File: src/hdl/tpc_pkg.sv
package tpc_pkg;
	localparam int NCH = 8;
	localparam int CNT_W = 16;
	localparam int ADDR_W = 7;
	localparam int PS_W = 3;
	localparam int PRE_W = 7;
	localparam int SEL_W = 3;

	// Register byte offsets
	localparam logic [ADDR_W-1:0] OFF_CTRL = 7'h00;
	localparam logic [ADDR_W-1:0] OFF_COUNT = 7'h04;
	localparam logic [ADDR_W-1:0] OFF_MOD = 7'h08;
	// Channel block: control at 0x40 + 8*n, value at 0x44 + 8*n
	localparam int CH_AREA_BIT = 6;
	localparam int CH_IDX_LSB = 3;
	localparam int CH_VAL_BIT = 2;

	// Control register fields
	localparam int CTRL_PS_LSB = 0;
	localparam int CTRL_CLKS_LSB = 3;
	localparam int CTRL_CPWM_BIT = 5;
	localparam int CTRL_EXTPIN_BIT = 6;
	localparam int CTRL_EXTSEL_LSB = 8;

	// Channel control fields
	localparam int CH_ELS_LSB = 0;
	localparam int CH_MS_LSB = 2;
	localparam int CH_FLAG_BIT = 7;

	localparam logic [1:0] CLKS_OFF = 2'h0;
	localparam logic [1:0] CLKS_BUS = 2'h1;
	localparam logic [1:0] CLKS_FIXED = 2'h2;
	localparam logic [1:0] CLKS_EXT = 2'h3;

	localparam logic [1:0] ELS_NONE = 2'h0;
	localparam logic [1:0] ELS_TOGGLE = 2'h1;
	localparam logic [1:0] ELS_CLEAR = 2'h2;
	localparam logic [1:0] ELS_SET = 2'h3;

	localparam logic [1:0] MS_CAPTURE = 2'h0;
	localparam logic [1:0] MS_COMPARE = 2'h1;

	localparam logic [CNT_W-1:0] CNT_ZERO = 16'h0000;
	localparam logic [CNT_W-1:0] CNT_ONE = 16'h0001;

	localparam logic [1:0] RESP_OKAY = 2'h0;
	localparam logic [1:0] RESP_SLVERR = 2'h2;
endpackage : tpc_pkg

File: src/hdl/tpc_timer_pins.sv
`timescale 1ns/1ps
module tpc_timer_pins (
	input wire logic aclk,
	input wire logic aresetn,
	input wire logic [tpc_pkg::ADDR_W-1:0] awaddr,
	input wire logic awvalid,
	output logic awready,
	input wire logic [31:0] wdata,
	input wire logic [3:0] wstrb,
	input wire logic wvalid,
	output logic wready,
	output logic [1:0] bresp,
	output logic bvalid,
	input wire logic bready,
	input wire logic [tpc_pkg::ADDR_W-1:0] araddr,
	input wire logic arvalid,
	output logic arready,
	output logic [31:0] rdata,
	output logic [1:0] rresp,
	output logic rvalid,
	input wire logic rready,
	input wire logic external_count_clock_in,
	input wire logic fixed_clock_tick,
	input wire logic [tpc_pkg::NCH-1:0] gpio_data_out,
	input wire logic [tpc_pkg::NCH-1:0] gpio_dir_out,
	input wire logic [tpc_pkg::NCH-1:0] channel_pin_i,
	output logic [tpc_pkg::NCH-1:0] channel_pin_o,
	output logic [tpc_pkg::NCH-1:0] channel_pin_oe
);
	localparam int NCH = tpc_pkg::NCH;
	localparam int CW = tpc_pkg::CNT_W;

	logic [tpc_pkg::PS_W-1:0] prescale;
	logic [1:0] count_clock_select;
	logic center_align_select;
	logic ext_on_pin;
	logic [tpc_pkg::SEL_W-1:0] ext_pin_sel;
	logic [CW-1:0] counter_value;
	logic [CW-1:0] modulo_value;
	logic count_down;
	logic [tpc_pkg::PRE_W-1:0] pre_cnt;
	logic count_step;
	logic [1:0] edge_level_select [NCH];
	logic [1:0] channel_mode_select [NCH];
	logic [CW-1:0] ch_val [NCH];
	logic [NCH-1:0] ch_flag;
	logic [NCH-1:0] pin_lvl;
	logic [NCH-1:0] pin_rise;
	logic [NCH-1:0] pin_fall;
	logic [NCH-1:0] own;
	logic [NCH-1:0] is_cap;
	logic [NCH-1:0] match;
	logic [NCH-1:0] out_q;
	logic ext_rise;
	logic aw_held;
	logic w_held;
	logic [tpc_pkg::ADDR_W-1:0] aw_addr;
	logic [31:0] w_data;
	logic [3:0] w_strb;
	logic wr_fire;
	logic cnt_wr;
	logic src_tick;
	logic count_tick;
	logic [7:0] ps_onehot;
	logic [tpc_pkg::PRE_W-1:0] ps_mask;
	logic [tpc_pkg::SEL_W-1:0] w_idx;
	logic [31:0] next_rdata;
	logic next_rmapped;

	function automatic logic [CW-1:0] merge16(input logic [CW-1:0] old, input logic [31:0] d,
			input logic [3:0] s);
		merge16 = {s[1] ? d[15:8] : old[15:8], s[0] ? d[7:0] : old[7:0]};
	endfunction : merge16

	function automatic logic mapped(input logic [tpc_pkg::ADDR_W-1:0] a);
		mapped = a[tpc_pkg::CH_AREA_BIT] || (a == tpc_pkg::OFF_CTRL)
			|| (a == tpc_pkg::OFF_COUNT) || (a == tpc_pkg::OFF_MOD);
	endfunction : mapped

	////////////////////////////////////////////////////////////////////////////
	// AXI4-Lite write path: address and data held independently
	assign awready = !aw_held && !bvalid;
	assign wready = !w_held && !bvalid;
	assign wr_fire = aw_held && w_held && !bvalid;
	assign w_idx = aw_addr[tpc_pkg::CH_IDX_LSB +: tpc_pkg::SEL_W];
	assign cnt_wr = wr_fire && (aw_addr == tpc_pkg::OFF_COUNT);

	always_ff @(posedge aclk) begin
		if (!aresetn) begin
			aw_held <= 1'b0;
			w_held <= 1'b0;
			aw_addr <= '0;
			w_data <= '0;
			w_strb <= '0;
			bvalid <= 1'b0;
			bresp <= tpc_pkg::RESP_OKAY;
		end else begin
			if (awvalid && awready) begin
				aw_held <= 1'b1;
				aw_addr <= awaddr;
			end
			if (wvalid && wready) begin
				w_held <= 1'b1;
				w_data <= wdata;
				w_strb <= wstrb;
			end
			if (wr_fire) begin
				aw_held <= 1'b0;
				w_held <= 1'b0;
				bvalid <= 1'b1;
				bresp <= mapped(aw_addr) ? tpc_pkg::RESP_OKAY : tpc_pkg::RESP_SLVERR;
			end else if (bready) begin
				bvalid <= 1'b0;
			end
		end
	end

	// Global control; reset leaves the clock off so no channel owns a pin
	always_ff @(posedge aclk) begin
		if (!aresetn) begin
			prescale <= '0;
			count_clock_select <= tpc_pkg::CLKS_OFF;
			center_align_select <= 1'b0;
			ext_on_pin <= 1'b0;
			ext_pin_sel <= '0;
			modulo_value <= tpc_pkg::CNT_ZERO;
		end else if (wr_fire) begin
			if (aw_addr == tpc_pkg::OFF_CTRL && w_strb[0]) begin
				prescale <= w_data[tpc_pkg::CTRL_PS_LSB +: tpc_pkg::PS_W];
				count_clock_select <= w_data[tpc_pkg::CTRL_CLKS_LSB +: 2];
				center_align_select <= w_data[tpc_pkg::CTRL_CPWM_BIT];
				ext_on_pin <= w_data[tpc_pkg::CTRL_EXTPIN_BIT];
			end
			if (aw_addr == tpc_pkg::OFF_CTRL && w_strb[1]) begin
				ext_pin_sel <= w_data[tpc_pkg::CTRL_EXTSEL_LSB +: tpc_pkg::SEL_W];
			end
			if (aw_addr == tpc_pkg::OFF_MOD) begin
				modulo_value <= merge16(modulo_value, w_data, w_strb);
			end
		end
	end

	////////////////////////////////////////////////////////////////////////////
	// AXI4-Lite read path: one read at a time, data registered
	assign arready = !rvalid;

	always_comb begin
		next_rdata = '0;
		next_rmapped = mapped(araddr);
		if (araddr[tpc_pkg::CH_AREA_BIT]) begin
			if (araddr[tpc_pkg::CH_VAL_BIT]) begin
				next_rdata[CW-1:0] = ch_val[araddr[tpc_pkg::CH_IDX_LSB +: tpc_pkg::SEL_W]];
			end else begin
				next_rdata[tpc_pkg::CH_ELS_LSB +: 2] =
					edge_level_select[araddr[tpc_pkg::CH_IDX_LSB +: tpc_pkg::SEL_W]];
				next_rdata[tpc_pkg::CH_MS_LSB +: 2] =
					channel_mode_select[araddr[tpc_pkg::CH_IDX_LSB +: tpc_pkg::SEL_W]];
				next_rdata[tpc_pkg::CH_FLAG_BIT] =
					ch_flag[araddr[tpc_pkg::CH_IDX_LSB +: tpc_pkg::SEL_W]];
			end
		end else if (araddr == tpc_pkg::OFF_CTRL) begin
			next_rdata[tpc_pkg::CTRL_PS_LSB +: tpc_pkg::PS_W] = prescale;
			next_rdata[tpc_pkg::CTRL_CLKS_LSB +: 2] = count_clock_select;
			next_rdata[tpc_pkg::CTRL_CPWM_BIT] = center_align_select;
			next_rdata[tpc_pkg::CTRL_EXTPIN_BIT] = ext_on_pin;
			next_rdata[tpc_pkg::CTRL_EXTSEL_LSB +: tpc_pkg::SEL_W] = ext_pin_sel;
		end else if (araddr == tpc_pkg::OFF_COUNT) begin
			next_rdata[CW-1:0] = counter_value;
		end else if (araddr == tpc_pkg::OFF_MOD) begin
			next_rdata[CW-1:0] = modulo_value;
		end
	end

	always_ff @(posedge aclk) begin
		if (!aresetn) begin
			rvalid <= 1'b0;
			rdata <= '0;
			rresp <= tpc_pkg::RESP_OKAY;
		end else if (arvalid && arready) begin
			rvalid <= 1'b1;
			rdata <= next_rdata;
			rresp <= next_rmapped ? tpc_pkg::RESP_OKAY : tpc_pkg::RESP_SLVERR;
		end else if (rready) begin
			rvalid <= 1'b0;
		end
	end

	////////////////////////////////////////////////////////////////////////////
	// Clock source and prescaler
	tpc_sync u_ext_sync (
		.aclk(aclk),
		.aresetn(aresetn),
		.async_in(external_count_clock_in),
		.level(),
		.rise(ext_rise),
		.fall()
	);

	always_comb begin
		case (count_clock_select)
			tpc_pkg::CLKS_BUS: src_tick = 1'b1;
			tpc_pkg::CLKS_FIXED: src_tick = fixed_clock_tick;
			tpc_pkg::CLKS_EXT: src_tick = ext_on_pin ? pin_rise[ext_pin_sel] : ext_rise;
			default: src_tick = 1'b0;
		endcase
	end

	assign ps_onehot = 8'h01 << prescale;
	assign ps_mask = tpc_pkg::PRE_W'(ps_onehot - 8'h01);
	assign count_tick = src_tick && ((pre_cnt & ps_mask) == ps_mask);

	always_ff @(posedge aclk) begin
		if (!aresetn || count_clock_select == tpc_pkg::CLKS_OFF) begin
			pre_cnt <= '0;
		end else if (src_tick) begin
			pre_cnt <= pre_cnt + 7'h01;
		end
	end

	// Counter: up with modulo wrap, or up/down in center-aligned mode
	always_ff @(posedge aclk) begin
		if (!aresetn || cnt_wr) begin
			counter_value <= tpc_pkg::CNT_ZERO;
			count_down <= 1'b0;
		end else if (count_tick) begin
			if (center_align_select) begin
				if (!count_down) begin
					if (counter_value >= modulo_value) begin
						count_down <= (modulo_value != tpc_pkg::CNT_ZERO);
						counter_value <= (modulo_value == tpc_pkg::CNT_ZERO) ?
							tpc_pkg::CNT_ZERO : counter_value - tpc_pkg::CNT_ONE;
					end else begin
						counter_value <= counter_value + tpc_pkg::CNT_ONE;
					end
				end else if (counter_value == tpc_pkg::CNT_ZERO) begin
					count_down <= 1'b0;
					counter_value <= counter_value + tpc_pkg::CNT_ONE;
				end else begin
					counter_value <= counter_value - tpc_pkg::CNT_ONE;
				end
			end else begin
				count_down <= 1'b0;
				if (modulo_value != tpc_pkg::CNT_ZERO && counter_value == modulo_value) begin
					counter_value <= tpc_pkg::CNT_ZERO;
				end else begin
					counter_value <= counter_value + tpc_pkg::CNT_ONE;
				end
			end
		end
	end

	// Compares look at the count one cycle after it moved
	always_ff @(posedge aclk) begin
		if (!aresetn) begin
			count_step <= 1'b0;
		end else begin
			count_step <= count_tick;
		end
	end

	////////////////////////////////////////////////////////////////////////////
	// Per-channel pin logic
	for (genvar i = 0; i < NCH; i++) begin : g_ch
		logic ch_sel;
		logic cap_edge;

		tpc_sync u_pin_sync (
			.aclk(aclk),
			.aresetn(aresetn),
			.async_in(channel_pin_i[i]),
			.level(pin_lvl[i]),
			.rise(pin_rise[i]),
			.fall(pin_fall[i])
		);

		assign ch_sel = wr_fire && aw_addr[tpc_pkg::CH_AREA_BIT] && (w_idx == i);
		// A pin feeding the count clock is never owned and stays under gpio control; compare still times it
		assign own[i] = edge_level_select[i] != tpc_pkg::ELS_NONE
			&& count_clock_select != tpc_pkg::CLKS_OFF
			&& !(ext_on_pin && count_clock_select == tpc_pkg::CLKS_EXT && ext_pin_sel == i);
		assign is_cap[i] = own[i] && !center_align_select
			&& channel_mode_select[i] == tpc_pkg::MS_CAPTURE;
		assign cap_edge = (edge_level_select[i][0] && pin_rise[i])
			|| (edge_level_select[i][1] && pin_fall[i]);
		assign match[i] = count_step && counter_value == ch_val[i];

		always_ff @(posedge aclk) begin
			if (!aresetn) begin
				edge_level_select[i] <= tpc_pkg::ELS_NONE;
				channel_mode_select[i] <= tpc_pkg::MS_CAPTURE;
			end else if (ch_sel && !aw_addr[tpc_pkg::CH_VAL_BIT] && w_strb[0]) begin
				edge_level_select[i] <= w_data[tpc_pkg::CH_ELS_LSB +: 2];
				channel_mode_select[i] <= w_data[tpc_pkg::CH_MS_LSB +: 2];
			end
		end

		// Capture beats a bus write landing in the same cycle
		always_ff @(posedge aclk) begin
			if (!aresetn) begin
				ch_val[i] <= tpc_pkg::CNT_ZERO;
			end else if (is_cap[i] && cap_edge) begin
				ch_val[i] <= counter_value;
			end else if (ch_sel && aw_addr[tpc_pkg::CH_VAL_BIT]) begin
				ch_val[i] <= merge16(ch_val[i], w_data, w_strb);
			end
		end

		// Event flag: a new event wins over a write-one clear
		always_ff @(posedge aclk) begin
			if (!aresetn) begin
				ch_flag[i] <= 1'b0;
			end else if ((is_cap[i] && cap_edge) || (!is_cap[i] && match[i])) begin
				ch_flag[i] <= 1'b1;
			end else if (ch_sel && !aw_addr[tpc_pkg::CH_VAL_BIT] && w_strb[0]
					&& w_data[tpc_pkg::CH_FLAG_BIT]) begin
				ch_flag[i] <= 1'b0;
			end
		end

		// Unowned pins track their level so toggle starts from it
		always_ff @(posedge aclk) begin
			if (!aresetn) begin
				out_q[i] <= 1'b0;
			end else if (!own[i]) begin
				out_q[i] <= pin_lvl[i];
			end else if (center_align_select) begin
				if (match[i]) begin
					out_q[i] <= count_down ? !edge_level_select[i][0]
						: edge_level_select[i][0];
				end
			end else if (channel_mode_select[i][1]) begin
				if (match[i]) begin
					out_q[i] <= edge_level_select[i][0];
				end else if (count_step && counter_value == tpc_pkg::CNT_ZERO) begin
					out_q[i] <= !edge_level_select[i][0];
				end
			end else if (channel_mode_select[i] == tpc_pkg::MS_COMPARE && match[i]) begin
				case (edge_level_select[i])
					tpc_pkg::ELS_TOGGLE: out_q[i] <= !out_q[i];
					tpc_pkg::ELS_CLEAR: out_q[i] <= 1'b0;
					tpc_pkg::ELS_SET: out_q[i] <= 1'b1;
					default: out_q[i] <= out_q[i];
				endcase
			end
		end

		always_ff @(posedge aclk) begin
			if (!aresetn) begin
				channel_pin_o[i] <= 1'b0;
				channel_pin_oe[i] <= 1'b0;
			end else if (own[i]) begin
				channel_pin_o[i] <= out_q[i];
				channel_pin_oe[i] <= !is_cap[i];
			end else begin
				channel_pin_o[i] <= gpio_data_out[i];
				channel_pin_oe[i] <= gpio_dir_out[i];
			end
		end

	end
endmodule : tpc_timer_pins

File: src/hdl/tpc_sync.sv
`timescale 1ns/1ps
module tpc_sync (
	input wire logic aclk,
	input wire logic aresetn,
	input wire logic async_in,
	output logic level,
	output logic rise,
	output logic fall
);
	logic s1;
	logic s2;
	logic s3;

	// Stages run through reset so the detector starts from the pin's real level,
	// otherwise a pulled-up pin would show a false rising edge after reset
	always_ff @(posedge aclk) begin
		s1 <= async_in;
		s2 <= s1;
		s3 <= s2;
	end

	// A change counts only once the second and third stages agree
	always_ff @(posedge aclk) begin
		if (!aresetn) begin
			level <= s3;
			rise <= 1'b0;
			fall <= 1'b0;
		end else begin
			rise <= (s2 == s3) && s3 && !level;
			fall <= (s2 == s3) && !s3 && level;
			if (s2 == s3) begin
				level <= s3;
			end
		end
	end
endmodule : tpc_sync

File: config.mk
export PLATFORM = sky130hd
export DESIGN_NAME = tpc_timer_pins
export DESIGN_NICKNAME = d
export VERILOG_FILES = /design/src/hdl/tpc_pkg.sv /design/src/hdl/tpc_timer_pins.sv /design/src/hdl/tpc_sync.sv
export SDC_FILE = /design/constraint.sdc
export NUM_CORES = 1
export LEC_CHECK = 0
export BUFFER_PORTS_ARGS = -buffer_cell sky130_fd_sc_hd__buf_2
export CORE_UTILIZATION = 55
export CTS_CLUSTER_DIAMETER = 200
export DETAILED_ROUTE_END_ITERATION = 6
export PLACE_DENSITY_LB_ADDON = 0.3
export SLEW_MARGIN = 30
export SYNTH_ARGS = -nofsm -noshare
export SYNTH_HDL_FRONTEND = slang
export SYNTH_SLANG_ARGS = --single-unit
File: constraint.sdc
create_clock -name aclk -period 5.55 [get_ports aclk]
set_input_delay 0 -clock aclk [delete_from_list [all_inputs] [get_ports aclk]]
set_output_delay 0 -clock aclk [all_outputs]
set_load 0.01 [all_outputs]
==> results of run 1 <==
## synth_stat cells, types with 4 or more instances
cell	n
ha_1	47
xor2_1	44
a22o_1	130
and3_1	49
buf_2	33
mux2i_1	59
nor4_1	21
a22oi_1	17
nand2b_1	11
or4_1	4
xnor2_1	113
nand2_1	120
dfxtp_1	174
nor3_1	35
buf_4	23
a21o_1	15
o31ai_1	4
and2_1	10
a2111oi_0	8
nor2b_1	14
or3_1	10
nor3b_1	9
a211oi_1	8
a31oi_1	16
nand4_1	32
nor3_2	6
o21a_1	5
o22ai_1	4
nor2_1	149
buf_1	19
o221ai_1	12
inv_1	49
and4_1	5
edfxtp_1	169
nand3_1	40
a21oi_1	71
clkbuf_1	99
a221oi_1	12
o21ai_0	58
mux4_2	49
## where the power goes
group	total [mW]	leakage [nW]	switching [mW]	internal (mW)
sequential	2.88	3.17	0.124	2.75
clock	2.43	0.583	1.02	1.42
combinational	0.435	4.40	0.242	0.193
## routing by layer
metal  up-vias  routed length [um]  global-route usage (%)
li1       6804                   -                       -
met1      7388               21800                    42.4
met2       919               25300                    50.5
met3       142                6190                    6.32
met4         0                2370                    12.8
met5         -                   0                       0
## area by class of cell
cell class | instances | area, sq um
Clock buffer | 59 | 1100
Multi-Input combinational cell | 1260 | 9360
Antenna cell | 2 | 5.00
Sequential cell | 343 | 8560
Tap cell | 448 | 561
Inverter | 50 | 190
Timing Repair Buffer | 191 | 1310
Fill cell | 2701 | 12400
Clock inverter | 10 | 85.1
## cells in the final DEF, fill, tap and decap left out, drive strengths merged, types with 7 or more instances in the layout
cell type    instances
dfxtp              174
a31oi               16
buf                137
a211oi               9
ha                  47
and2                12
nor3                41
xnor2              113
a22oi               17
o21ai               59
inv                 51
mux4                49
dlygate4sd3         54
mux2i               59
nor2               151
clkinv               7
and3                50
nor3b                9
o221ai              12
or3                 10
nand3               42
nand2b              11
nand4               33
a2111oi              8
a221oi              12
conb                18
a22o               130
a21oi               71
nor2b               14
a21o                15
nand2              121
clkbuf              59
edfxtp             169
nor4                23
xor2                44
## state kept, by name, summed over array words and instances (netlist names), 8 cells and up
register,count
ch_flag,8
ch_val,128
channel_mode_select,16
channel_pin_o,8
channel_pin_oe,8
counter_value,16
edge_level_select,16
g_ch.u_pin_sync.fall,8
g_ch.u_pin_sync.level,8
g_ch.u_pin_sync.rise,8
g_ch.u_pin_sync.s1,8
g_ch.u_pin_sync.s2,8
g_ch.u_pin_sync.s3,8
modulo_value,16
out_q,8
rdata,16
w_data,16
## worst max path at each step
stage                                start                end  slack (ps)  cells after the start
after floorplan           counter_value[0]  counter_value[11]        2800                     14
after global placement      ext_pin_sel[0]   counter_value[7]        2110                      8
after detailed placement    ext_pin_sel[0]   counter_value[7]        2040                      8
after CTS                   ext_pin_sel[0]   counter_value[7]        2040                      8
after global routing        ext_pin_sel[0]   counter_value[7]        1860                      8
final                       ext_pin_sel[0]   counter_value[7]        1990                      8
## cell families after synthesis
kind of cell	count (synthesis)	share of synthesized area [%]
xor gates and xnor gates	157	7.31
AOI/OAI and AO/OA	393	15.2
and+or+nand+nor	536	14.5
buffers and inverters	227	5.32
other	1	0.0199
muxes	109	9.06
DFF	343	45.5
adders and majority gates	47	3.12
## stage by stage
step | instance area, sq um | hold WS, ps | utilization [%] | instances | worst slack (ps)
3_5_place_dp | 19400 | 104 | 57.8 | 2238 | 2040
2_1_floorplan | 18900 | 27.7 | - | 1830 | 2800
5_1_grt | 21200 | 106 | 63.0 | 2361 | 1860
3_3_place_gp | 19400 | 102 | 57.7 | 2238 | 2110
6_report | 21200 | 91.0 | 63.0 | 2363 | 1990
4_1_cts | 21200 | 50.9 | 63.0 | 2361 | 2040
## worst max-delay path: stages, from the launching register on
cell and delay (ps):
dfxtp_1 710, mux4_2 630, mux2_2 320, a31o_2 320, nand3_1 660, nor3_1 180
buf_4 240, a221oi_1 300, nor3_1 70
==> flow_summary_export.csv, run 1 <==
group,metric,value,unit
global_routing,grt_pass1_vias,14500,
clocking,tritoncts,"yes",
yosys,count_of_flip_flops_with_a_built_in_enable_after_synthesis,169,
final_layout,nNetsFinal,2014,
yosys,syn_avg_cell_area,10.4,sq um
drt,drt-initial-drc-count,1995,
yosys,asyncSetResetFlopFracSynth,0,%
drt,drt.antenna.violating_nets,0,
setup_path,critPathKind,"flip-flop to flip-flop",
pwr,p_total,5.75,mW
global_routing,overflow,0,
floorplan,die_height,187,um
drt,wirelength,55700,um
clocking,clock-sinks,343,
clocking,cts_buffers,38,
drt,drt_first_pass_iters,7,
floorplan,die_w,187,um
timing,total_count_of_hold_check_failures_in_the_final_report,0,
timing,rsz0062_at_grt,"false",
floorplan,boundaryPins,140,
yosys,synth-seq-cells,343,
floorplan,fp-row-count,67,
yosys,synth_top_area_share,27.0,%
hold_path,holdCritStartpoint,"arvalid",
clocking,cts-root-buf,"clkbuf_16",
drt,detail_route.vias_per_cell,6.45,
global_routing,grt_util_all_layers,31.7,%
setup_path,regToRegSetupSlack,1990,ps
timing,report.final.setup_viol,0,
yosys,synth_largest_area_cell,"edfxtp_1",
setup_path,rr_worst_depth,8,
timing,layout_min_cycle_time,3560,ps
final_layout,area_growth_syn_to_layout,12.5,%
timing,tns,0,ps
global_routing,grt_start_max_net_pins,62,
timing,worst-slew-pin-transition,1020,ps
global_routing,number_of_antenna_violations_at_the_first_check_in_global_routing,3,
hold_path,worstHoldPathType,"primary input to flip-flop",
clocking,clock_latency_reported_for_the_late_side_of_the_worst_skew_pair,530,ps
clocking,cts.repair.resized,0,
hold_path,timing.hold.worst_path_depth,4,
yosys,ys_dominant_reg_cell,"dfxtp_1",
timing,slew_headroom,32.0,%
yosys,yosysSeqAreaShare,45.5,%
final_layout,post_route_cells_drive_above_1_share,14.3,%
timing,drv_slew,0,
clocking,cts_buffer_depth,3,
outcome,outcome,"finished clean",
global_routing,grt_pass1_wl,84800,um
clocking,cts.reportedPaths.clkPinSlew,60,ps
floorplan,core_area,33600,sq um
pwr,power.density,271,nW/um^2
setup_path,end_kind,"flip-flop",
drt,drt_drc_violations_left,0,
yosys,postSynthCellCount,1813,
drt,route.detailed.wl_per_inst,23.6,um
place,place_congestion,0.962,
pwr,ir_drop,0.194,mV
setup_path,cp-start-kind,"flip-flop",
floorplan,initial_core_util,56.0,%
yosys,syn-cell-area,18800,sq um
drt,via_count,15300,
timing,fin_crit_sh,64.2,%
setup_path,arrival,3950,ps
yosys,yosys-top-cells-area,"edfxtp_1 (27%), dfxtp_1 (19%), a22o_1 (6.0%), mux4_2 (5.9%), xnor2_1 (5.3%)",
place,port_buffers,103,
setup_path,rr_startpoint,"ext_pin_sel[0]",
setup_path,r2r_end,"counter_value[7]",
yosys,yosysWarnings,0,
clocking,cts_hold_repair.buffers,54,
timing,timing.fmax,0.281,GHz
clocking,htree_levels,2,
setup_path,cp_data_required_time,5940,ps
floorplan,die_footprint,35000,sq um
flow_run,cap_violations,0,
clocking,cts.repair_timing.setup_buffer_count,0,
yosys,unique_cell_type_count_in_the_yosys_netlist,78,
pwr,cellLeakagePower,8.15,nW
timing,finalClockSkew,16.5,ps
setup_path,path_max_fanout,20,
place,place.detailed.hpwl,39600,um
hold_path,hold-path-endpoint,"rresp[1]",
No activity file was read; power rests on OpenSTA's default activity.
==> inputs of run 2 (changes only) <==
==> constraint.sdc (replaced) <==
create_clock -name aclk -period 3.7 [get_ports aclk]
set_input_delay 0 -clock aclk [delete_from_list [all_inputs] [get_ports aclk]]
set_output_delay 0 -clock aclk [all_outputs]
set_load 0.01 [all_outputs]
==> flow_summary_export.csv, run 2 (synthesized netlist as in run 1, its figures left out) <==
group,metric,value,unit
hold_path,worstHoldPathType,"primary input to flip-flop",
drt,drt_first_pass_iters,5,
place,place_congestion,0.951,
final_layout,nNetsFinal,2037,
place,detailed_place.area,19600,sq um
global_routing,grtUsageMet1,44.3,%
global_routing,overflow,0,
global_routing,use_met3,6.15,%
global_routing,grt_pass1_wl,86300,um
clocking,cts_buffer_depth,3,
pwr,ir_drop,0.309,mV
drt,drt.antenna.violating_nets,0,
drt,route.detailed.wl_per_inst,23.7,um
global_routing,grt_pass1_vias,14700,
timing,worst-slew-pin-transition,1020,ps
floorplan,fp-row-count,67,
final_layout,largest_reg_flops,128,
floorplan,core_area,33600,sq um
clocking,htree_levels,2,
global_routing,number_of_antenna_violations_at_the_first_check_in_global_routing,0,
drt,drt_drc_violations_left,0,
drt,detail_route.vias_per_cell,6.44,
pwr,cellInternalPower,6.61,mW
final_layout,max_flop_register,"ch_val",
clocking,clock-sinks,343,
drt,via_count,15400,
final_layout,num-fill-cells,2705,
pwr,pwr-share-seq,49.5,%
floorplan,die_w,187,um
place,place.detailed.hpwl,40200,um
timing,timing.fmax,0.322,GHz
setup_path,path_max_fanout,8,
setup_path,cp_data_required_time,3880,ps
timing,total_count_of_hold_check_failures_in_the_final_report,0,
outcome,outcome,"finished clean",
floorplan,boundaryPins,140,
drt,drt-initial-drc-count,1736,
floorplan,die_footprint,35000,sq um
pwr,netSwitchingPower,2.12,mW
timing,slew_headroom,31.6,%
setup_path,arrival,3280,ps
global_routing,grt.busiest_layer,"met2",
place,port_buffers,103,
timing,fin_crit_sh,83.9,%
setup_path,cp-start-kind,"flip-flop",
timing,tns,0,ps
final_layout,finalCoreUtilization,63.6,%
global_routing,grt_start_max_net_pins,67,
pwr,clkPwrFrac,43.0,%
clocking,cts.reportedPaths.clkPinSlew,60,ps
floorplan,initial_core_util,56.0,%
final_layout,layout.cells.most_common_list,"dfxtp_1 (174), edfxtp_1 (169), nor2_1 (149)",
global_routing,met2_usage,51.2,%
final_layout,area_growth_syn_to_layout,13.5,%
flow_run,cap_violations,0,
final_layout,post_route_cells_drive_above_1_share,15.3,%
clocking,cts.repair.resized,0,
pwr,cellLeakagePower,8.27,nW
drt,wirelength,56400,um
floorplan,die_height,187,um
timing,drv_slew,0,
setup_path,critPathKind,"flip-flop to flip-flop",
clocking,cts-root-buf,"clkbuf_16",
pwr,p_total,8.72,mW
pwr,logic_gate_share_of_total_power,7.5,%
timing,rsz0062_at_grt,"false",
setup_path,end_kind,"flip-flop",
timing,layout_min_cycle_time,3110,ps
final_layout,fin_area,21400,sq um
timing,report.final.setup_viol,0,
timing,finalWorstSetupSlack,594,ps
clocking,clock_latency_reported_for_the_late_side_of_the_worst_skew_pair,540,ps
clocking,tritoncts,"yes",
pwr,power.density,408,nW/um^2
pwr,p_sw_share,24.2,%
clocking,cts_buffers,38,
place,place_ws,746,ps
timing,finalClockSkew,23.4,ps
final_layout,layout.cells.most_common,"dfxtp_1",
global_routing,grt_util_all_layers,32.2,%
run 2: critical path, stage by stage (launching register included):
cell	delay [ps]
dfxtp_1	690
or2_1	410
o221ai_1	320
or4_4	530
o21ai_0	360
a21o_1	410
run 2: area by class of cell:
| cell class | count | area [sq um] | share of cell area [%] |
|---|---|---|---|
| timing repair buffer | 214 | 1500 | 7.02 |
| clock inverter | 13 | 134 | 0.627 |
| tap | 448 | 561 | 2.62 |
| clock buffer | 56 | 1090 | 5.09 |
| sequential | 343 | 8560 | 40.1 |
| antenna | 1 | 2.50 | 0.0117 |
| inverter | 50 | 190 | 0.890 |
| multi-input combinational | 1260 | 9330 | 43.7 |
run 2: power by group through the flow:
| stage | Sequential [mW] | Clock (mW) | Combinational [mW] |
|---|---|---|---|
| floorplan | 4.29 | 0 | 0.461 |
| global placement | 4.38 | 0 | 0.587 |
| detailed placement | 4.39 | 0 | 0.602 |
| CTS | 4.31 | 3.77 | 0.651 |
| global route | 4.33 | 3.90 | 0.713 |
| finish | 4.32 | 3.75 | 0.657 |
run 2: metrics by stage:
stage               cells  hold WS [ps]
floorplan            1830          27.7
global placement     2260           102
detailed placement   2260           104
CTS                  2384          41.8
global route         2384          67.5
finish               2385          45.0
run 2: metal layers:
layer / up-vias / wire, um
met3: 124 / 6350
met2: 940 / 26100
met5: - / 0
met4: 0 / 1630
li1: 6858 / -
met1: 7444 / 22400
run 2: timing repair:
item / CTS / global route
hold buffers: 55 / 0
buffers inserted: 0 / 0
endpoints found under the hold margin: 57 / 0
run 2: worst paths after layout:
kind	from	to	slack [ps]	depth (start not counted)
max	count_clock_select[1]	ch_val[1][13]	590	5
min	awvalid	aw_held	50	4
max reg2reg	count_clock_select[1]	ch_val[1][13]	590	5
min reg2reg	g_ch[6].u_pin_sync.s1	g_ch[6].u_pin_sync.s2	320	0
==> inputs of run 3 (changes only) <==
==> constraint.sdc (replaced) <==
create_clock -name aclk -period 3.1 [get_ports aclk]
set_input_delay 0 -clock aclk [delete_from_list [all_inputs] [get_ports aclk]]
set_output_delay 0 -clock aclk [all_outputs]
set_load 0.01 [all_outputs]
==> flow_summary_export.csv, run 3 (synthesized netlist as in run 1, its figures left out) <==
group,metric,value,unit
floorplan,die_height,187,um
final_layout,post_route_cells_drive_above_1_share,16.4,%
place,port_buffers,103,
timing,timing.fmax,0.343,GHz
timing,drv_slew,0,
clocking,cts-root-buf,"clkbuf_16",
pwr,ir_drop,0.468,mV
setup_path,critPathKind,"flip-flop to flip-flop",
final_layout,largest_reg_flops,128,
timing,slew_headroom,29.2,%
global_routing,met2_usage,50.5,%
setup_path,path_max_fanout,8,
setup_path,rr_worst_depth,5,
timing,report.final.setup_viol,0,
outcome,outcome,"finished clean",
global_routing,grt.busiest_layer,"met2",
pwr,cellLeakagePower,8.40,nW
global_routing,grt_pass1_vias,14700,
floorplan,initial_core_util,56.0,%
flow_run,cap_violations,0,
final_layout,max_flop_register,"ch_val",
drt,drt.antenna.violating_nets,0,
final_layout,layout.cells.most_common,"dfxtp_1",
pwr,power.density,492,nW/um^2
timing,worst-slew-pin-transition,1060,ps
global_routing,grtUsageMet1,45.9,%
drt,route.detailed.wl_per_inst,24.1,um
drt,via_count,15600,
setup_path,arrival,3090,ps
final_layout,layout.cells.most_common_list,"dfxtp_1 (173), edfxtp_1 (169), nor2_1 (149)",
global_routing,grt_start_max_net_pins,79,
clocking,cts_buffers,38,
clocking,tritoncts,"yes",
drt,detail_route.vias_per_cell,6.48,
clocking,clock-sinks,343,
timing,fin_crit_sh,94.1,%
drt,drt_drc_violations_left,0,
timing,total_count_of_hold_check_failures_in_the_final_report,0,
setup_path,peak_per_stage_delay_on_the_critical_path,650,ps
clocking,clock_latency_reported_for_the_late_side_of_the_worst_skew_pair,550,ps
global_routing,number_of_antenna_violations_at_the_first_check_in_global_routing,2,
drt,wirelength,57900,um
hold_path,timing.hold.worst_path_depth,4,
pwr,p_total,10.6,mW
floorplan,core_area,33600,sq um
setup_path,cells_along_the_critical_path,"or2_1, o211ai_1, or4_1, o21ai_0, a21o_1",
global_routing,overflow,0,
floorplan,boundaryPins,140,
floorplan,die_w,187,um
setup_path,cp-start-kind,"flip-flop",
timing,tns,0,ps
clocking,cts.reportedPaths.clkPinSlew,60,ps
setup_path,cp_data_required_time,3270,ps
final_layout,area_growth_syn_to_layout,14.7,%
setup_path,r2r_end,"ch_val[3][8]",
final_layout,multiInputGateArea,9340,sq um
setup_path,regToRegSetupSlack,180,ps
clocking,cts_buffer_depth,3,
final_layout,num-fill-cells,2657,
setup_path,end_kind,"flip-flop",
timing,rsz0062_at_grt,"false",
timing,layout_min_cycle_time,2920,ps
clocking,htree_levels,2,
floorplan,die_footprint,35000,sq um
place,place.detailed.hpwl,40800,um
timing,finalClockSkew,29.5,ps
place,place_congestion,0.964,
global_routing,grt_pass1_wl,87700,um
global_routing,use_met3,6.66,%
hold_path,hold-path-endpoint,"aw_held",
global_routing,grt_util_all_layers,32.8,%
hold_path,worstHoldPathType,"primary input to flip-flop",
setup_path,cp_slowest_cell,"dfxtp_1",
final_layout,ff_latch_area,8560,sq um
setup_path,rr_startpoint,"count_clock_select[1]",
final_layout,nNetsFinal,2057,
drt,drt_first_pass_iters,5,
floorplan,fp-row-count,67,
drt,drt-initial-drc-count,2200,
hold_path,holdCritStartpoint,"awvalid",
run 3: cell count changes in the layout (fill, tap and decap cells not counted), sizes merged:
cell,change
clkbuf,-2
clkinv,+1
buf,+21
clkinvlp,+2
bufinv,+1
dlygate4sd3,-1
inv,-1
run 3: power by group:
group / internal [mW] / switching (mW)
logic: 0.354 / 0.444
clock network: 2.78 / 1.88
registers: 4.93 / 0.233
total: 8.06 / 2.56
run 3: critical path, delay by kind of cell (launching register included):
kind            cells  cell delay [ps]
compound gates      3              900
flops               1              650
simple gates        2              980
run 3: metrics by stage:
step | utilization (%) | setup slack, ps | cells | hold WS [ps] | instance area [sq um]
floorplan | - | 346 | 1830 | 27.7 | 18900
global placement | 58.7 | 142 | 2281 | 102 | 19700
detailed placement | 58.7 | 104 | 2281 | 104 | 19700
CTS | 64.2 | 78.9 | 2405 | 39.4 | 21600
global route | 64.2 | 33.5 | 2405 | 84.8 | 21600
finish | 64.2 | 184 | 2406 | 45.1 | 21600
run 3: cell type report:
cell class                 instances  share of cell area (%)
antenna                            1                  0.0116
clock buffer                      54                    5.16
clock inverter                    16                   0.823
inverter                          50                   0.881
multi-input combinational       1260                    43.3
sequential                       343                    39.6
tap                              448                    2.60
timing repair buffer             234                    7.63
run 3: how the worst max path moves through the flow:
stage	from	end	slack, ps
finish	count_clock_select[1]	ch_val[3][8]	180
global route	count_clock_select[1]	ch_val[5][8]	30
CTS	modulo_value[11]	counter_value[9]	80
detailed placement	modulo_value[11]	counter_value[9]	100
global placement	modulo_value[11]	counter_value[9]	140
floorplan	counter_value[0]	counter_value[11]	350
run 3: repair_timing:
item                       in CTS  in global routing
hold endpoints to repair       53                  0
buffers inserted                0                  0
setup endpoints to repair       0                 23
hold buffers                   54                  0
gates resized for setup         0                  2
run 3: per-layer routing:
metal / up-vias / routed length, um
met5: - / 13
met2: 1007 / 25800
met3: 151 / 7030
met4: 2 / 2140
li1: 6889 / -
met1: 7543 / 22900
